$ cat src/pkg/ext_bus_pkg.sv
package ext_bus_pkg;
	localparam int          addr_width      = 20;
	localparam int          data_width      = 8;
	localparam int          io_addr_width   = 16;
	localparam int          refresh_width   = 8;
	localparam int          timer_addr_bit  = 18;
	localparam int          mux_sel_bit     = 3;
	localparam logic [7:0]  pin_mux_offset  = 8'hdf;
	localparam logic [7:0]  mode_ctl_offset = 8'he0;
	localparam logic [7:0]  status_offset   = 8'he1;
	localparam logic [7:0]  port_c_offset   = 8'he2;
	localparam logic [7:0]  pin_mux_reset   = 8'h00;
	localparam logic [7:0]  mode_ctl_reset  = 8'h01;
	localparam int          mode_oce_bit    = 0;
	localparam int          mode_delay_bit  = 1;
	localparam int          mode_edge1_bit  = 2;
	localparam int          mode_edge2_bit  = 3;
	localparam int          mode_dma0_request_in_bit  = 4;
	localparam int          mode_dma1_request_in_bit  = 5;
	localparam int          mode_timer_bit  = 6;
	localparam int          halt_exit_ns    = 128;
	localparam int          clk_period_ns   = 8;
	localparam int          halt_exit_cycles = 16;
	localparam logic [15:0] nmi_vector      = 16'h0066;
	localparam logic [4:0]  wait_cnt_reset  = 5'h00;

	typedef enum logic [5:0] {
		st_idle  = 6'b000001,
		st_t1    = 6'b000010,
		st_t2    = 6'b000100,
		st_tw    = 6'b001000,
		st_t3    = 6'b010000,
		st_grant = 6'b100000
	} bus_state_t;

	typedef enum logic [2:0] {
		cyc_mem  = 3'h0,
		cyc_io   = 3'h1,
		cyc_fetch = 3'h2,
		cyc_ack0 = 3'h3,
		cyc_ackx = 3'h4,
		cyc_dram_refresh_strobe = 3'h5
	} cycle_kind_t;
endpackage : ext_bus_pkg

$ cat src/design/mpu_external_bus_interface.sv
// The register addresses and the strobed register port were chosen for this implementation.
`timescale 1ns/1ps
// Summary of operation
// - 20-bit address reaches 1 Mbyte memory; I/O cycles use low 16 bits.
// - address outputs float in reset, grant, sleep and halt.
// - during grant, address lines are inputs; low 8 decoded for on-chip register reads.
// - address bit 18 may carry timer pulse; address function after reset.
// - 8-bit data bus floats in reset, grant, sleep and halt.
// - primary interrupt acknowledge drives io request with opcode fetch strobe.
// - opcode fetch plus memory request marks fetch; suppressed when enable bit 0.
// - combined read strobe is memory request and read; idles high in grant.
// - pin-mux bit 3 selects plain memory request; combined read after reset.
// - combined write strobe is memory request and write; same mux bit.
// - wait sampled in second state and wait states; low inserts more.
// - halt or sleep asserts halt status until an interrupt arrives.
// - optional 16-cycle delay of first fetch after halt status rises.
// - bus request beats nmi, honoured at cycle end, bus floats.
// - grant asserted only once address, data and controls are floating.
// - nmi falling edge, top priority interrupt, vector 0066h.
// - primary interrupt level, wired-or with two peripherals, open-drain pin.
// - auxiliary interrupts only when higher ones idle; no fetch or io strobe.
// - auxiliary interrupt edge programmable; levels readable as port c bits.
// - refresh strobe with memory request in plain mode only, refresh address on low 8 lines.
// - transfer-end low during final dma write cycle.
// - dma requests level or edge sensed per programmed mode.
module mpu_external_bus_interface
	import ext_bus_pkg::*;
(
	input  wire logic                  clock_in,
	input  wire logic                  rst_n_in,
	// core side
	input  wire logic                  cyc_start_in,
	input  wire cycle_kind_t           cyc_kind_in,
	input  wire logic                  cyc_write_in,
	input  wire logic [addr_width-1:0] cyc_addr_in,
	input  wire logic [data_width-1:0] cyc_wdata_in,
	input  wire logic                  cyc_dma_last_in,
	input  wire logic                  cyc_dma_chan_in,
	input  wire logic                  halt_enter_in,
	input  wire logic                  timer1_pulse_in,
	input  wire logic [1:0]            periph_irq_in,
	output logic                       cyc_done_out,
	output logic [data_width-1:0]      cyc_rdata_out,
	output logic                       core_stall_out,
	output logic                       nmi_take_out,
	output logic [15:0]                nmi_vector_out,
	output logic                       primary_maskable_interrupt_take_out,
	output logic                       aux_interrupt_one_take_out,
	output logic                       aux_interrupt_two_take_out,
	output logic [1:0]                 dma_request_out,
	// register port
	input  wire logic [7:0]            reg_addr_in,
	input  wire logic [7:0]            reg_wdata_in,
	input  wire logic                  reg_write_in,
	input  wire logic                  reg_read_in,
	output logic [7:0]                 reg_rdata_out,
	// pins
	input  wire logic [addr_width-1:0] address_in,
	output logic [addr_width-1:0]      address_out,
	output logic                       address_oe_out,
	input  wire logic [data_width-1:0] data_in,
	output logic [data_width-1:0]      data_out,
	output logic                       data_oe_out,
	output logic                       read_n_out,
	output logic                       write_n_out,
	output logic                       io_request_strobe_n_out,
	output logic                       opcode_fetch_strobe_n_out,
	output logic                       memory_request_strobe_n_out,
	output logic                       combined_memory_write_strobe_n_out,
	output logic                       control_oe_out,
	output logic                       memory_request_strobe_pin_oe_out,
	output logic                       dram_refresh_strobe_n_out,
	input  wire logic                  wait_n_in,
	output logic                       halt_n_out,
	input  wire logic                  external_master_request_n_in,
	output logic                       external_master_grant_n_out,
	input  wire logic                  nmi_n_in,
	input  wire logic                  primary_maskable_interrupt_n_in,
	output logic                       primary_maskable_interrupt_oe_out,
	input  wire logic                  aux_interrupt_one_n_in,
	input  wire logic                  aux_interrupt_two_n_in,
	output logic                       dma0_transfer_end_n_out,
	output logic                       dma1_transfer_end_n_out,
	input  wire logic                  dma0_request_in_n_in,
	input  wire logic                  dma1_request_in_n_in
);

	// two-flop synchronisers for every pin input except the address and data buses
	localparam int sync_w = 8;
	logic [sync_w-1:0] sync_a;
	logic [sync_w-1:0] sync_b;
	logic [sync_w-1:0] raw_pins;
	assign raw_pins = {dma1_request_in_n_in, dma0_request_in_n_in, aux_interrupt_two_n_in,
		aux_interrupt_one_n_in, primary_maskable_interrupt_n_in, nmi_n_in,
		external_master_request_n_in, wait_n_in};

	always_ff @(posedge clock_in) begin
		if (!rst_n_in) begin
			sync_a <= '1;
			sync_b <= '1;
		end else begin
			sync_a <= raw_pins;
			sync_b <= sync_a;
		end
	end

	logic wait_s, external_master_request_s, nmi_s, primary_maskable_interrupt_s, aux_interrupt_one_s, aux_interrupt_two_s, dma0_request_in_s, dma1_request_in_s;
	assign {dma1_request_in_s, dma0_request_in_s, aux_interrupt_two_s, aux_interrupt_one_s, primary_maskable_interrupt_s, nmi_s, external_master_request_s, wait_s} = sync_b;

	logic [sync_w-1:0] prev_s;
	always_ff @(posedge clock_in) begin
		if (!rst_n_in)
			prev_s <= '1;
		else
			prev_s <= sync_b;
	end

	// registers
	logic [7:0] pin_mux;
	logic [7:0] mode_ctl;
	always_ff @(posedge clock_in) begin
		if (!rst_n_in) begin
			pin_mux  <= pin_mux_reset;
			mode_ctl <= mode_ctl_reset;
		end else if (reg_write_in) begin
			if (reg_addr_in == pin_mux_offset)
				pin_mux <= reg_wdata_in;
			if (reg_addr_in == mode_ctl_offset)
				mode_ctl <= reg_wdata_in;
		end
	end

	logic plain_memory_request_strobe;
	assign plain_memory_request_strobe = pin_mux[mux_sel_bit];

	// bus state machine
	bus_state_t  state;
	cycle_kind_t kind;
	logic                  is_write;
	logic [addr_width-1:0] addr;
	logic [data_width-1:0] wdata;
	logic                  dma_last;
	logic                  dma_chan;
	logic                  halted;
	logic [4:0]            exit_cnt;

	logic grant_now;
	assign grant_now = !external_master_request_s;

	always_ff @(posedge clock_in) begin
		if (!rst_n_in) begin
			state <= st_idle;
		end else begin
			case (state)
				st_idle:  if (grant_now)
						state <= st_grant;
					else if (cyc_start_in && !halted && exit_cnt == wait_cnt_reset)
						state <= st_t1;
				st_t1:    state <= st_t2;
				st_t2,
				st_tw:    state <= wait_s ? st_t3 : st_tw;
				st_t3:    state <= grant_now ? st_grant : st_idle;
				st_grant: if (external_master_request_s)
						state <= st_idle;
				default:  state <= st_idle;
			endcase
		end
	end

	always_ff @(posedge clock_in) begin
		if (!rst_n_in) begin
			kind     <= cyc_mem;
			is_write <= 1'b0;
			addr     <= '0;
			wdata    <= '0;
			dma_last <= 1'b0;
			dma_chan <= 1'b0;
		end else if (state == st_idle && cyc_start_in) begin
			kind     <= cyc_kind_in;
			is_write <= cyc_write_in;
			dma_last <= cyc_dma_last_in;
			dma_chan <= cyc_dma_chan_in;
			wdata    <= cyc_wdata_in;
			if (cyc_kind_in == cyc_io)
				addr <= {4'h0, cyc_addr_in[io_addr_width-1:0]};
			else if (cyc_kind_in == cyc_dram_refresh_strobe)
				addr <= {12'h000, cyc_addr_in[refresh_width-1:0]};
			else
				addr <= cyc_addr_in;
		end
	end

	always_ff @(posedge clock_in) begin
		if (!rst_n_in)
			cyc_rdata_out <= '0;
		else if (state == st_t3 && !is_write)
			cyc_rdata_out <= data_in;
	end

	assign cyc_done_out   = (state == st_t3);
	assign core_stall_out = halted || (state == st_grant) || (exit_cnt != wait_cnt_reset);

	// halt and delayed exit
	logic wake;
	always_ff @(posedge clock_in) begin
		if (!rst_n_in) begin
			halted   <= 1'b0;
			exit_cnt <= wait_cnt_reset;
		end else begin
			if (halt_enter_in && !halted)
				halted <= 1'b1;
			else if (halted && wake) begin
				halted <= 1'b0;
				if (mode_ctl[mode_delay_bit])
					exit_cnt <= 5'(halt_exit_cycles);
			end else if (exit_cnt != wait_cnt_reset)
				exit_cnt <= exit_cnt - 5'h01;
		end
	end
	assign halt_n_out = !halted;

	// interrupts
	logic nmi_pend;
	logic edge1, edge2;
	logic primary_maskable_interrupt_line;
	assign primary_maskable_interrupt_line = !primary_maskable_interrupt_s || (|periph_irq_in);
	assign edge1 = mode_ctl[mode_edge1_bit] ? (aux_interrupt_one_s && !prev_s[4]) : (!aux_interrupt_one_s && prev_s[4]);
	assign edge2 = mode_ctl[mode_edge2_bit] ? (aux_interrupt_two_s && !prev_s[5]) : (!aux_interrupt_two_s && prev_s[5]);
	logic aux_interrupt_one_pend, aux_interrupt_two_pend;

	always_ff @(posedge clock_in) begin
		if (!rst_n_in) begin
			nmi_pend  <= 1'b0;
			aux_interrupt_one_pend <= 1'b0;
			aux_interrupt_two_pend <= 1'b0;
		end else begin
			if (!nmi_s && prev_s[2])
				nmi_pend <= 1'b1;
			else if (nmi_take_out)
				nmi_pend <= 1'b0;
			if (edge1)
				aux_interrupt_one_pend <= 1'b1;
			else if (aux_interrupt_one_take_out)
				aux_interrupt_one_pend <= 1'b0;
			if (edge2)
				aux_interrupt_two_pend <= 1'b1;
			else if (aux_interrupt_two_take_out)
				aux_interrupt_two_pend <= 1'b0;
		end
	end

	logic boundary;
	assign boundary = (state == st_idle) && !grant_now && exit_cnt == wait_cnt_reset;
	assign wake = nmi_pend || primary_maskable_interrupt_line || aux_interrupt_one_pend || aux_interrupt_two_pend;
	assign nmi_take_out  = boundary && nmi_pend;
	assign primary_maskable_interrupt_take_out = boundary && !nmi_pend && primary_maskable_interrupt_line;
	assign aux_interrupt_one_take_out = boundary && !nmi_pend && !primary_maskable_interrupt_line && aux_interrupt_one_pend;
	assign aux_interrupt_two_take_out = boundary && !nmi_pend && !primary_maskable_interrupt_line && !aux_interrupt_one_pend
		&& aux_interrupt_two_pend;
	assign nmi_vector_out = nmi_vector;
	assign primary_maskable_interrupt_oe_out = |periph_irq_in;

	// dma requests
	logic [1:0] dreq_edge;
	always_ff @(posedge clock_in) begin
		if (!rst_n_in)
			dreq_edge <= 2'h0;
		else begin
			dreq_edge[0] <= (!dma0_request_in_s && prev_s[6]) ||
				(dreq_edge[0] && !(cyc_done_out && !dma_chan));
			dreq_edge[1] <= (!dma1_request_in_s && prev_s[7]) ||
				(dreq_edge[1] && !(cyc_done_out && dma_chan));
		end
	end
	assign dma_request_out[0] = mode_ctl[mode_dma0_request_in_bit] ? dreq_edge[0] : !dma0_request_in_s;
	assign dma_request_out[1] = mode_ctl[mode_dma1_request_in_bit] ? dreq_edge[1] : !dma1_request_in_s;

	// pin drive
	logic active, floating, memory_request_strobe_i, rd_i, wr_i;
	assign active   = (state == st_t1) || (state == st_t2) || (state == st_tw) || (state == st_t3);
	assign floating = (state == st_grant) || halted;
	assign memory_request_strobe_i   = active && (kind == cyc_mem || kind == cyc_fetch || kind == cyc_dram_refresh_strobe);
	assign rd_i     = active && !is_write && kind != cyc_dram_refresh_strobe && kind != cyc_ackx;
	assign wr_i     = active && is_write && (kind == cyc_mem || kind == cyc_io);

	always_ff @(posedge clock_in) begin
		if (!rst_n_in) begin
			address_out    <= '0;
			data_out       <= '0;
			address_oe_out <= 1'b0;
			data_oe_out    <= 1'b0;
		end else begin
			address_out <= addr;
			if (!mode_ctl[mode_timer_bit])
				address_out[timer_addr_bit] <= addr[timer_addr_bit];
			else
				address_out[timer_addr_bit] <= timer1_pulse_in;
			data_out       <= wdata;
			address_oe_out <= !floating && state != st_idle;
			data_oe_out    <= !floating && active && is_write;
		end
	end

	assign control_oe_out  = (state != st_grant);
	assign memory_request_strobe_pin_oe_out = (state != st_grant) || !plain_memory_request_strobe;
	assign external_master_grant_n_out = !(state == st_grant && !address_oe_out
		&& !data_oe_out);
	assign read_n_out  = !rd_i;
	assign write_n_out = !wr_i;
	assign io_request_strobe_n_out = !(active && (kind == cyc_io || kind == cyc_ack0));
	assign opcode_fetch_strobe_n_out = !(active && ((kind == cyc_fetch &&
		mode_ctl[mode_oce_bit]) || kind == cyc_ack0));
	assign memory_request_strobe_n_out = plain_memory_request_strobe ? !memory_request_strobe_i : !(memory_request_strobe_i && rd_i);
	assign combined_memory_write_strobe_n_out = !(memory_request_strobe_i && wr_i && !plain_memory_request_strobe);
	assign dram_refresh_strobe_n_out = !(active && kind == cyc_dram_refresh_strobe);
	assign dma0_transfer_end_n_out = !(active && dma_last && is_write && !dma_chan);
	assign dma1_transfer_end_n_out = !(active && dma_last && is_write && dma_chan);

	// register reads, with external-master decode during grant
	logic [7:0] rd_addr;
	assign rd_addr = (state == st_grant) ? address_in[7:0] : reg_addr_in;
	always_ff @(posedge clock_in) begin
		if (!rst_n_in)
			reg_rdata_out <= 8'h00;
		else if (reg_read_in) begin
			case (rd_addr)
				pin_mux_offset:  reg_rdata_out <= pin_mux;
				mode_ctl_offset: reg_rdata_out <= mode_ctl;
				status_offset:   reg_rdata_out <= {3'h0, state == st_grant, nmi_pend,
					aux_interrupt_two_pend, aux_interrupt_one_pend, halted};
				port_c_offset:   reg_rdata_out <= {aux_interrupt_two_s, aux_interrupt_one_s, 6'h00};
				default:         reg_rdata_out <= 8'h00;
			endcase
		end else
			reg_rdata_out <= 8'h00;
	end

endmodule : mpu_external_bus_interface

$ cat config.mk
export PLATFORM = sky130hd
export DESIGN_NAME = mpu_external_bus_interface
export DESIGN_NICKNAME = d
export VERILOG_FILES = /design/src/pkg/ext_bus_pkg.sv /design/src/design/mpu_external_bus_interface.sv
export SDC_FILE = /design/constraint.sdc
export NUM_CORES = 1
export LEC_CHECK = 0
export BUFFER_PORTS_ARGS = -buffer_cell sky130_fd_sc_hd__buf_2
export CORE_MARGIN = 4
export CORE_UTILIZATION = 32
export CTS_CLUSTER_SIZE = 28
export DETAILED_ROUTE_END_ITERATION = 12
export PLACE_DENSITY = 0.67
export REMOVE_ABC_BUFFERS = 1
export SYNTH_ARGS = -nofsm -noshare
export SYNTH_HDL_FRONTEND = slang
export SYNTH_SLANG_ARGS = --single-unit
$ cat constraint.sdc
create_clock -name clock_in -period 2.1 [get_ports clock_in]
set_input_delay 0.21 -clock clock_in [delete_from_list [all_inputs] [get_ports clock_in]]
set_output_delay 0.21 -clock clock_in [all_outputs]
set_load 0.005 [all_outputs]
==> results of run 1 <==
==> tightest hold or removal path, delay by kind of cell <==
| family | cells | cell delay (ps) |
|---|---|---|
| simple gates | 2 | 120 |
| buf+inv | 1 | 80 |
==> power groups by stage <==
stage	sequential, mW	combinational, mW	clock (mW)
4_1_cts	2.90	1.66	3.15
5_1_grt	2.94	2.17	3.27
3_5_place_dp	2.95	1.36	0
3_3_place_gp	2.95	1.35	0
2_1_floorplan	2.94	0.738	0
6_report	2.91	1.98	3.07
==> worst min-delay path by stage <==
stage / start / endpoint / slack (ps)
final: cyc_addr_in[13] / addr[13] / 20
after global routing: cyc_wdata_in[0] / wdata[0] / 20
after CTS: cyc_addr_in[9] / addr[9] / 0.7
after detailed placement: sync_a[0] / sync_b[0] / 390
after global placement: sync_a[7] / sync_b[7] / 390
after floorplan: rst_n_in / mode_ctl[0] / 270
==> kinds of logic (layout without fill, tap and decap cells) <==
| kind of cell | after synthesis | in the layout | share of synthesized area |
|---|---|---|---|
| XOR/XNOR | 5 | 5 | 0.00832 |
| AND/OR/NAND/NOR | 274 | 274 | 0.280 |
| buffers and inverters | 47 | 265 | 0.0492 |
| other | 2 | 16 | 0.00143 |
| flip-flops | 134 | 134 | 0.509 |
| multiplexers | 27 | 27 | 0.0513 |
| AO/OA/AOI/OAI | 68 | 68 | 0.0955 |
| adder cells (fa/ha/maj) | 2 | 2 | 0.00475 |
==> routing by layer <==
layer | global-route usage | vias to the layer above | part of all wire
li1 | - | 2291 | -
met1 | 0.187 | 2094 | 0.42
met2 | 0.233 | 155 | 0.48
met3 | 0.0600 | 14 | 0.090
met4 | 0.0554 | 2 | 0.011
met5 | 0 | - | 0.00055
==> placed cells by master, fill, tap and decap left out, types with 7 or more instances in the layout <==
| cell | instances |
|---|---|
| a21boi_1 | 15 |
| a21boi_2 | 9 |
| a21oi_1 | 7 |
| and2_1 | 31 |
| buf_2 | 145 |
| buf_4 | 33 |
| buf_6 | 20 |
| clkbuf_16 | 20 |
| conb_1 | 16 |
| dfxtp_1 | 132 |
| dlygate4sd3_1 | 15 |
| inv_1 | 10 |
| mux2i_1 | 27 |
| nand2_1 | 81 |
| nand2_2 | 12 |
| nand2b_1 | 26 |
| nand3_1 | 16 |
| nor2_1 | 18 |
| nor2b_1 | 32 |
| nor3_1 | 8 |
| o21ai_0 | 7 |
==> through the flow <==
step / setup WS, ps / TNS, ps / instances / hold slack (ps) / utilization
3_5_place_dp: -133 / -133 / 940 / 392 / 0.403
6_report: -503 / -7800 / 1007 / 24.4 / 0.485
5_1_grt: -557 / -12980 / 1007 / 15.5 / 0.485
2_1_floorplan: -185 / -4160 / 537 / 272 / -
3_3_place_gp: -109 / -109 / 940 / 391 / 0.403
4_1_cts: -539 / -5610 / 997 / 0.709 / 0.467
==> state kept, by name (all words and copies together) (netlist names) <==
signal and cells:
addr 20, address_out 20, cyc_rdata_out 8, data_out 8, mode_ctl 8, pin_mux 8
reg_rdata_out 8, sync_a 8, sync_b 8, wdata 8, state 6, exit_cnt 5
prev_s 5, kind 3, dreq_edge 2, address_oe_out 1, aux_interrupt_one_pend 1, aux_interrupt_two_pend 1
data_oe_out 1, dma_chan 1, dma_last 1, halted 1, is_write 1, nmi_pend 1
==> cell type report <==
class	instances	area, um2	area share
Timing Repair Buffer	222	1540	0.198
Inverter	11	43.8	0.00565
Tap cell	216	270	0.0348
Multi-Input combinational cell	392	2600	0.335
Clock buffer	22	474	0.0611
Sequential cell	134	2690	0.346
Clock inverter	10	145	0.0187
==> what timing repair did <==
item | in CTS | in global routing
setup endpoints to repair | 16 | 64
endpoints found under the hold margin | 15 | 0
pin swaps | 11 | 11
gates resized for setup | 50 | 46
buffers inserted | 11 | 7
hold buffers | 15 | 0
cloned | 0 | 5
==> metrics.txt, run 1 <==
number of global-route vias before repair=4286; Psw=2.18 mW; CP Depth=6; final setup margin=-503 ps; Startpoint Class=register; Crit. End Element=output port; launch point of the critical path=state[1]; most instantiated cells after synthesis=dfxtp_1 (134), nand2_1 (94), nor2b_1 (33); Synth Warn #=0; # port buffers=150; leakage power=3.31 nW; starting density of the core=0.329; clock sink count=134; post-synth top area share=0.509; PwrDens=1030 nW/um2; routed vias/inst=4.52; crit path time final=2600 ps; CTS buffer count=17; CP max-delay cell=or4_4; Post-synth ARST share=0; Gate power share=0.249; worst r2r src=state[4]; synth unique cells=53; Max Cap Violations=0; GP Congestion=0.854; placed cell area=6450 um2; Vias=4556; # IOs=179; CTS tree=built; Worst Setup EP=combined_memory_write_strobe_n_out; fin crit share=1.24; worst path arrival time=2390 ps; clock slew at reported path FFs=60 ps; syn avg cell area=9.42 um2; Int Power=5.78 mW; FP Rows=46; sequential area share after synthesis=0.509; Final ANT Viol Nets=0; largest cells by area after synthesis=dfxtp_1 (51%), nand2_1 (6.7%), mux2i_1 (5.1%); R2R cell count=12; DR DRC count=0; most instantiated library cell after synthesis=dfxtp_1; CP Class=register to output port; worst reg2reg setup slack=-230 ps; 1st-iter DRT viols=266; Synth Flop Type=dfxtp_1; Final Hold Viols=0; clk_lat worst skew=410 ps; core area=16000 um2; drt total wl=14500 um; area delta synth->final=47.3%; Top delay family on crit path=simple AND/OR/NAND/NOR gates; Clk pwr share=0.386; CP bufs+invs=1; Inserted Diodes=0; Final Power=7.96 mW; CP max FO=2; Sw Share=0.274; largest net degree at the start of global routing=42; htree depth=4; Synth Register Bits=134; max-slew violations=0; failing checks=setup timing; Final Setup Violations=53; DP HPWL=9840 um; f_max=0.384 GHz; Tot GR Track Use=0.150; Die Ht=136 um; RSZ-0062 raised after global routing=true; Gate Count Post-Synth=559; wire length of the first global-routing pass=21600 um; Layout Cell Area excl Fill=7760 um2; Die Area=18600 um2; Hold WC Path Type=input port to register; layout cells sized above 1=0.377; nets@finish=875; Worst R2R End=reg_rdata_out[0]; critical path, cell by cell=or4_4 -> a2bb2oi_4 -> nand2b_4 -> or3_4 -> or3_4 -> buf_6; Seq pwr share=0.365; status=finished, violations left; Largest stage delay, worst path=540 ps; drt first pass iters=7; Wirelength per Cell=14.4 um; worst-case clock buffer depth=2; GRT overflow=0; worst vdd ir=0.584 mV; EDFF count, synth=0; crit-path most repeated cell=or3_4; initial antenna violation count=1; root buf cell=clkbuf_16; biggest area consumer among synthesized cells=dfxtp_1; Crit path required time=1890 ps; Worst Hold Depth=3; fill count=1598; Clock Skew=7.36 ps; Die Width=136 um; Post-Syn Area=5270 um2
Note: power is estimated with default switching activity, not from simulation.
==> run 2: changes to the inputs <==
RECOVER_POWER = 50   (was not set)
==> metrics.txt, run 2 (synthesis results as in run 1) <==
CP Class=register to output port; Clock Skew=13.7 ps; initial antenna violation count=1; starting density of the core=0.329; Worst Hold Depth=3; wire length of the first global-routing pass=21600 um; largest net degree at the start of global routing=42; RSZ-0062 raised after global routing=true; Final Hold Viols=0; hold path endpoint=addr[13]; # port buffers=150; Die Area=18600 um2; # IOs=179; leakage power=3.24 nW; placed cell area=6450 um2; drt first pass iters=4; Regs by FF count=addr (20), address_out (20); clock slew at reported path FFs=60 ps; CTS buffer count=17; drt total wl=14500 um; clock sink count=134; CP max FO=2; Fin Setup TNS=-7820 ps; PwrDens=1030 nW/um2; htree depth=4; 1st-iter DRT viols=256; Startpoint Class=register; Tot GR Track Use=0.150; FP Rows=46; clk_lat worst skew=410 ps; f_max=0.384 GHz; Crit. End Element=output port; routed vias/inst=4.51; DP HPWL=9840 um; worst path arrival time=2390 ps; CTS tree=built; final core utilization=0.482; Layout Cell Area excl Fill=7710 um2; nets@finish=875; commonest cells after routing, fill and taps aside=buf_2 (137), dfxtp_1 (132), nand2_1 (81), nor2b_1 (32), buf_4 (29); hold path startpoint=cyc_addr_in[13]; Die Width=136 um; DR DRC count=0; hold slack=18.7 ps; worst r2r src=state[4]; Die Ht=136 um; root buf cell=clkbuf_16; number of global-route vias before repair=4286; Final ANT Viol Nets=0; worst vdd ir=0.585 mV; status=finished, violations left; fin crit share=1.24; worst-case clock buffer depth=2; fill count=1610; worst slew pin tran=1230 ps; Sequential cell area=2690 um2; Multi-input gate area=2590 um2; layout cells sized above 1=0.360; GP Congestion=0.854; Crit path required time=1890 ps; Vias=4544; crit path time final=2600 ps; Max Cap Violations=0; GRT overflow=0; Hold WC Path Type=input port to register; worst reg2reg setup slack=-230 ps; final setup margin=-503 ps; relative slew slack=0.181; Wirelength per Cell=14.4 um; max-slew violations=0; Worst R2R End=reg_rdata_out[0]; Final Setup Violations=53; Inserted Diodes=0; R2R cell count=12; commonest non-fill, non-tap cell in the layout=buf_2; Final Power=7.95 mW; failing checks=setup timing; core area=16000 um2; area delta synth->final=46.4%
## run 2: changes by cell type in the layout (fill, tap and decap cells not counted), sizes merged
cell    delta
buf       -13
clkbuf    +13
## run 2: worst max-delay path by stage
stage,start,endpoint,slack [ps],depth (start not counted)
6_report,state[1],combined_memory_write_strobe_n_out,-500,6
4_1_cts,state[0],combined_memory_write_strobe_n_out,-540,6
3_5_place_dp,state[1],combined_memory_write_strobe_n_out,-130,6
3_3_place_gp,state[1],combined_memory_write_strobe_n_out,-110,6
5_1_grt,state[0],combined_memory_write_strobe_n_out,-560,6
2_1_floorplan,state[1],addr[18],-180,5
## run 2: layout make-up
class	instances	share of cell area
clock inverters	10	0.0188
clock buffers	22	0.0615
multi-input cells	392	0.336
inverters	11	0.00568
repair buffers	222	0.194
flip-flops and latches	134	0.348
well taps	216	0.0350
## run 2: metal layers
layer	global-route usage	share of wire	vias up
li1	-	-	2289
met1	0.187	0.42	2085
met2	0.233	0.47	153
met3	0.0600	0.090	15
met4	0.0554	0.013	2
met5	0	0.00055	-
## run 2: what timing repair did
action / CTS / global route
hold buffers: 15 / 0
resized for setup: 50 / 46
setup buffers: 11 / 7
hold endpoints to repair: 15 / 0
gates cloned: 0 / 5
endpoints found under the setup margin: 16 / 64
pin swaps: 11 / 11
## run 2: critical path, cell delays in order (launching register included)
cell,delay (ps)
dfxtp_2,330
or4_4,540
a2bb2oi_4,170
nand2b_4,150
or3_4,330
or3_4,340
buf_6,120
## run 2: power by group
| group | total (mW) | internal, mW | switching (mW) |
|---|---|---|---|
| registers | 2.91 | 2.78 | 0.128 |
| logic | 1.97 | 1.02 | 0.957 |
| clock network | 3.07 | 1.97 | 1.10 |
| total | 7.95 | 5.77 | 2.19 |
## run 2: stage by stage
stage,worst slack (ps),std cells
2_1_floorplan,-185,537
3_3_place_gp,-109,940
6_report,-503,1007
4_1_cts,-539,997
3_5_place_dp,-133,940
5_1_grt,-557,1007
==> run 3: changes to the inputs <==
--- a/constraint.sdc
+++ b/constraint.sdc
@@ -3,2 +3,2 @@
 set_output_delay 0.21 -clock clock_in [all_outputs]
-set_load 0.005 [all_outputs]
+set_load 0.02 [all_outputs]
==> metrics.txt, run 3 (synthesis results as in run 1) <==
CTS buffer count=17; Final ANT Viol Nets=0; DR DRC count=0; clock slew at reported path FFs=60 ps; max-slew violations=0; clock sink count=134; Crit path required time=1890 ps; drt total wl=14900 um; f_max=0.382 GHz; commonest cells after routing, fill and taps aside=dfxtp_1 (130), buf_2 (118), nand2_1 (73), buf_6 (34), buf_4 (33); wire length of the first global-routing pass=23100 um; worst-case clock buffer depth=2; worst slew pin tran=1080 ps; Wirelength per Cell=14.7 um; CP Class=register to output port; Max Cap Violations=0; DP HPWL=9940 um; htree depth=4; grt met3 use=0.0637; status=finished, violations left; Die Width=136 um; Inserted Diodes=0; met2 usage=0.261; initial antenna violation count=0; area delta synth->final=52.7%; Die Ht=136 um; # IOs=179; FP Rows=46; Regs by FF count=addr (20), address_out (20); Vias=4650; routed vias/inst=4.59; Final Hold Viols=0; GRT overflow=0; Crit. End Element=output port; leakage power=3.40 nW; Final Setup Violations=54; crit path time final=2620 ps; CTS tree=built; met1 usage=0.198; largest net degree at the start of global routing=35; layout cells sized above 1=0.390; 1st-iter DRT viols=210; root buf cell=clkbuf_16; GP Congestion=0.848; starting density of the core=0.329; failing checks=setup timing; relative slew slack=0.282; number of global-route vias before repair=4475; Die Area=18600 um2; Layout Cell Area excl Fill=8040 um2; fin crit share=1.25; Tot GR Track Use=0.160; worst vdd ir=0.655 mV; worst reg2reg setup slack=-250 ps; pre-CTS setup slack=-168 ps; clk_lat worst skew=410 ps; Clock Skew=7.99 ps; core area=16000 um2; CP max FO=2; RSZ-0062 raised after global routing=true; placed cell area=6460 um2; final setup margin=-517 ps; GRT busiest layer=met2; Hold WC Path Type=input port to register; drt first pass iters=5; worst path arrival time=2410 ps; # port buffers=150; Startpoint Class=register; commonest non-fill, non-tap cell in the layout=dfxtp_1; nets@finish=883; PwrDens=1020 nW/um2
run 3: cell types whose count changed in the layout (fill, tap and decap cells not counted), moves of 4 or more:
cell / previous run / this run
nand2_1: 81 / 73
buf_4: 29 / 33
a21boi_2: 9 / 4
nand2_4: 1 / 12
nand3_2: 2 / 12
buf_2: 137 / 118
nand3_1: 16 / 6
buf_6: 20 / 34
a21boi_1: 15 / 20
run 3: area by class of cell:
| cell class | instances | area [um2] |
|---|---|---|
| tap | 216 | 270 |
| fill | 1505 | 7960 |
| clock inverter | 10 | 124 |
| sequential | 134 | 2690 |
| multi-input combinational | 392 | 2760 |
| clock buffer | 20 | 467 |
| inverter | 11 | 43.8 |
| timing repair buffer | 230 | 1680 |
run 3: routing by layer:
metal  wire [um]  part of all wire
met5           0                 0
met4         161             0.011
met3        1280             0.086
met2        7150              0.48
met1        6330              0.42
run 3: stage by stage:
| step | power [mW] | utilization | hold slack, ps | setup TNS [ps] | cells |
|---|---|---|---|---|---|
| 2_1_floorplan | 3.80 | - | 272 | -4600 | 537 |
| 3_3_place_gp | 4.48 | 0.404 | 392 | -197 | 942 |
| 3_5_place_dp | 4.49 | 0.404 | 393 | -299 | 942 |
| 4_1_cts | 8.01 | 0.485 | 1.27 | -9670 | 1011 |
| 5_1_grt | 8.57 | 0.503 | 17.2 | -12200 | 1013 |
| 6_report | 8.17 | 0.503 | 23.5 | -7270 | 1013 |
run 3: path summary, 6_finish.rpt:
check             startpoint                                 end  cells past startpoint
min          cyc_addr_in[15]                            addr[15]                      3
min reg2reg        sync_a[0]                           sync_b[0]                      1
max reg2reg         state[4]                    reg_rdata_out[0]                     10
max                 state[5]  combined_memory_write_strobe_n_out                      6
run 3: timing repair:
action | in CTS | in global routing
pin swaps | 23 | 72
setup buffers | 21 | 11
hold endpoints to repair | 16 | 0
resized for setup | 100 | 80
hold buffers | 16 | 0
setup endpoints to repair | 34 | 73
cloned | 3 | 2
run 3: power breakdown:
| group | leakage (nW) | internal [mW] | switching, mW | total, mW |
|---|---|---|---|---|
| registers | 1.09 | 2.78 | 0.130 | 2.91 |
| logic | 2.03 | 1.17 | 1.14 | 2.31 |
| clock network | 0.273 | 1.84 | 1.11 | 2.94 |
| total | 3.40 | 5.79 | 2.38 | 8.17 |
run 3: worst max-delay path, cell delays in order, from the launching register on:
cell and delay [ps]:
dfxtp_2 320, or4_4 550, a2bb2oi_4 160, nand2b_4 150, or3_4 330, or3_4 350, buf_6 140
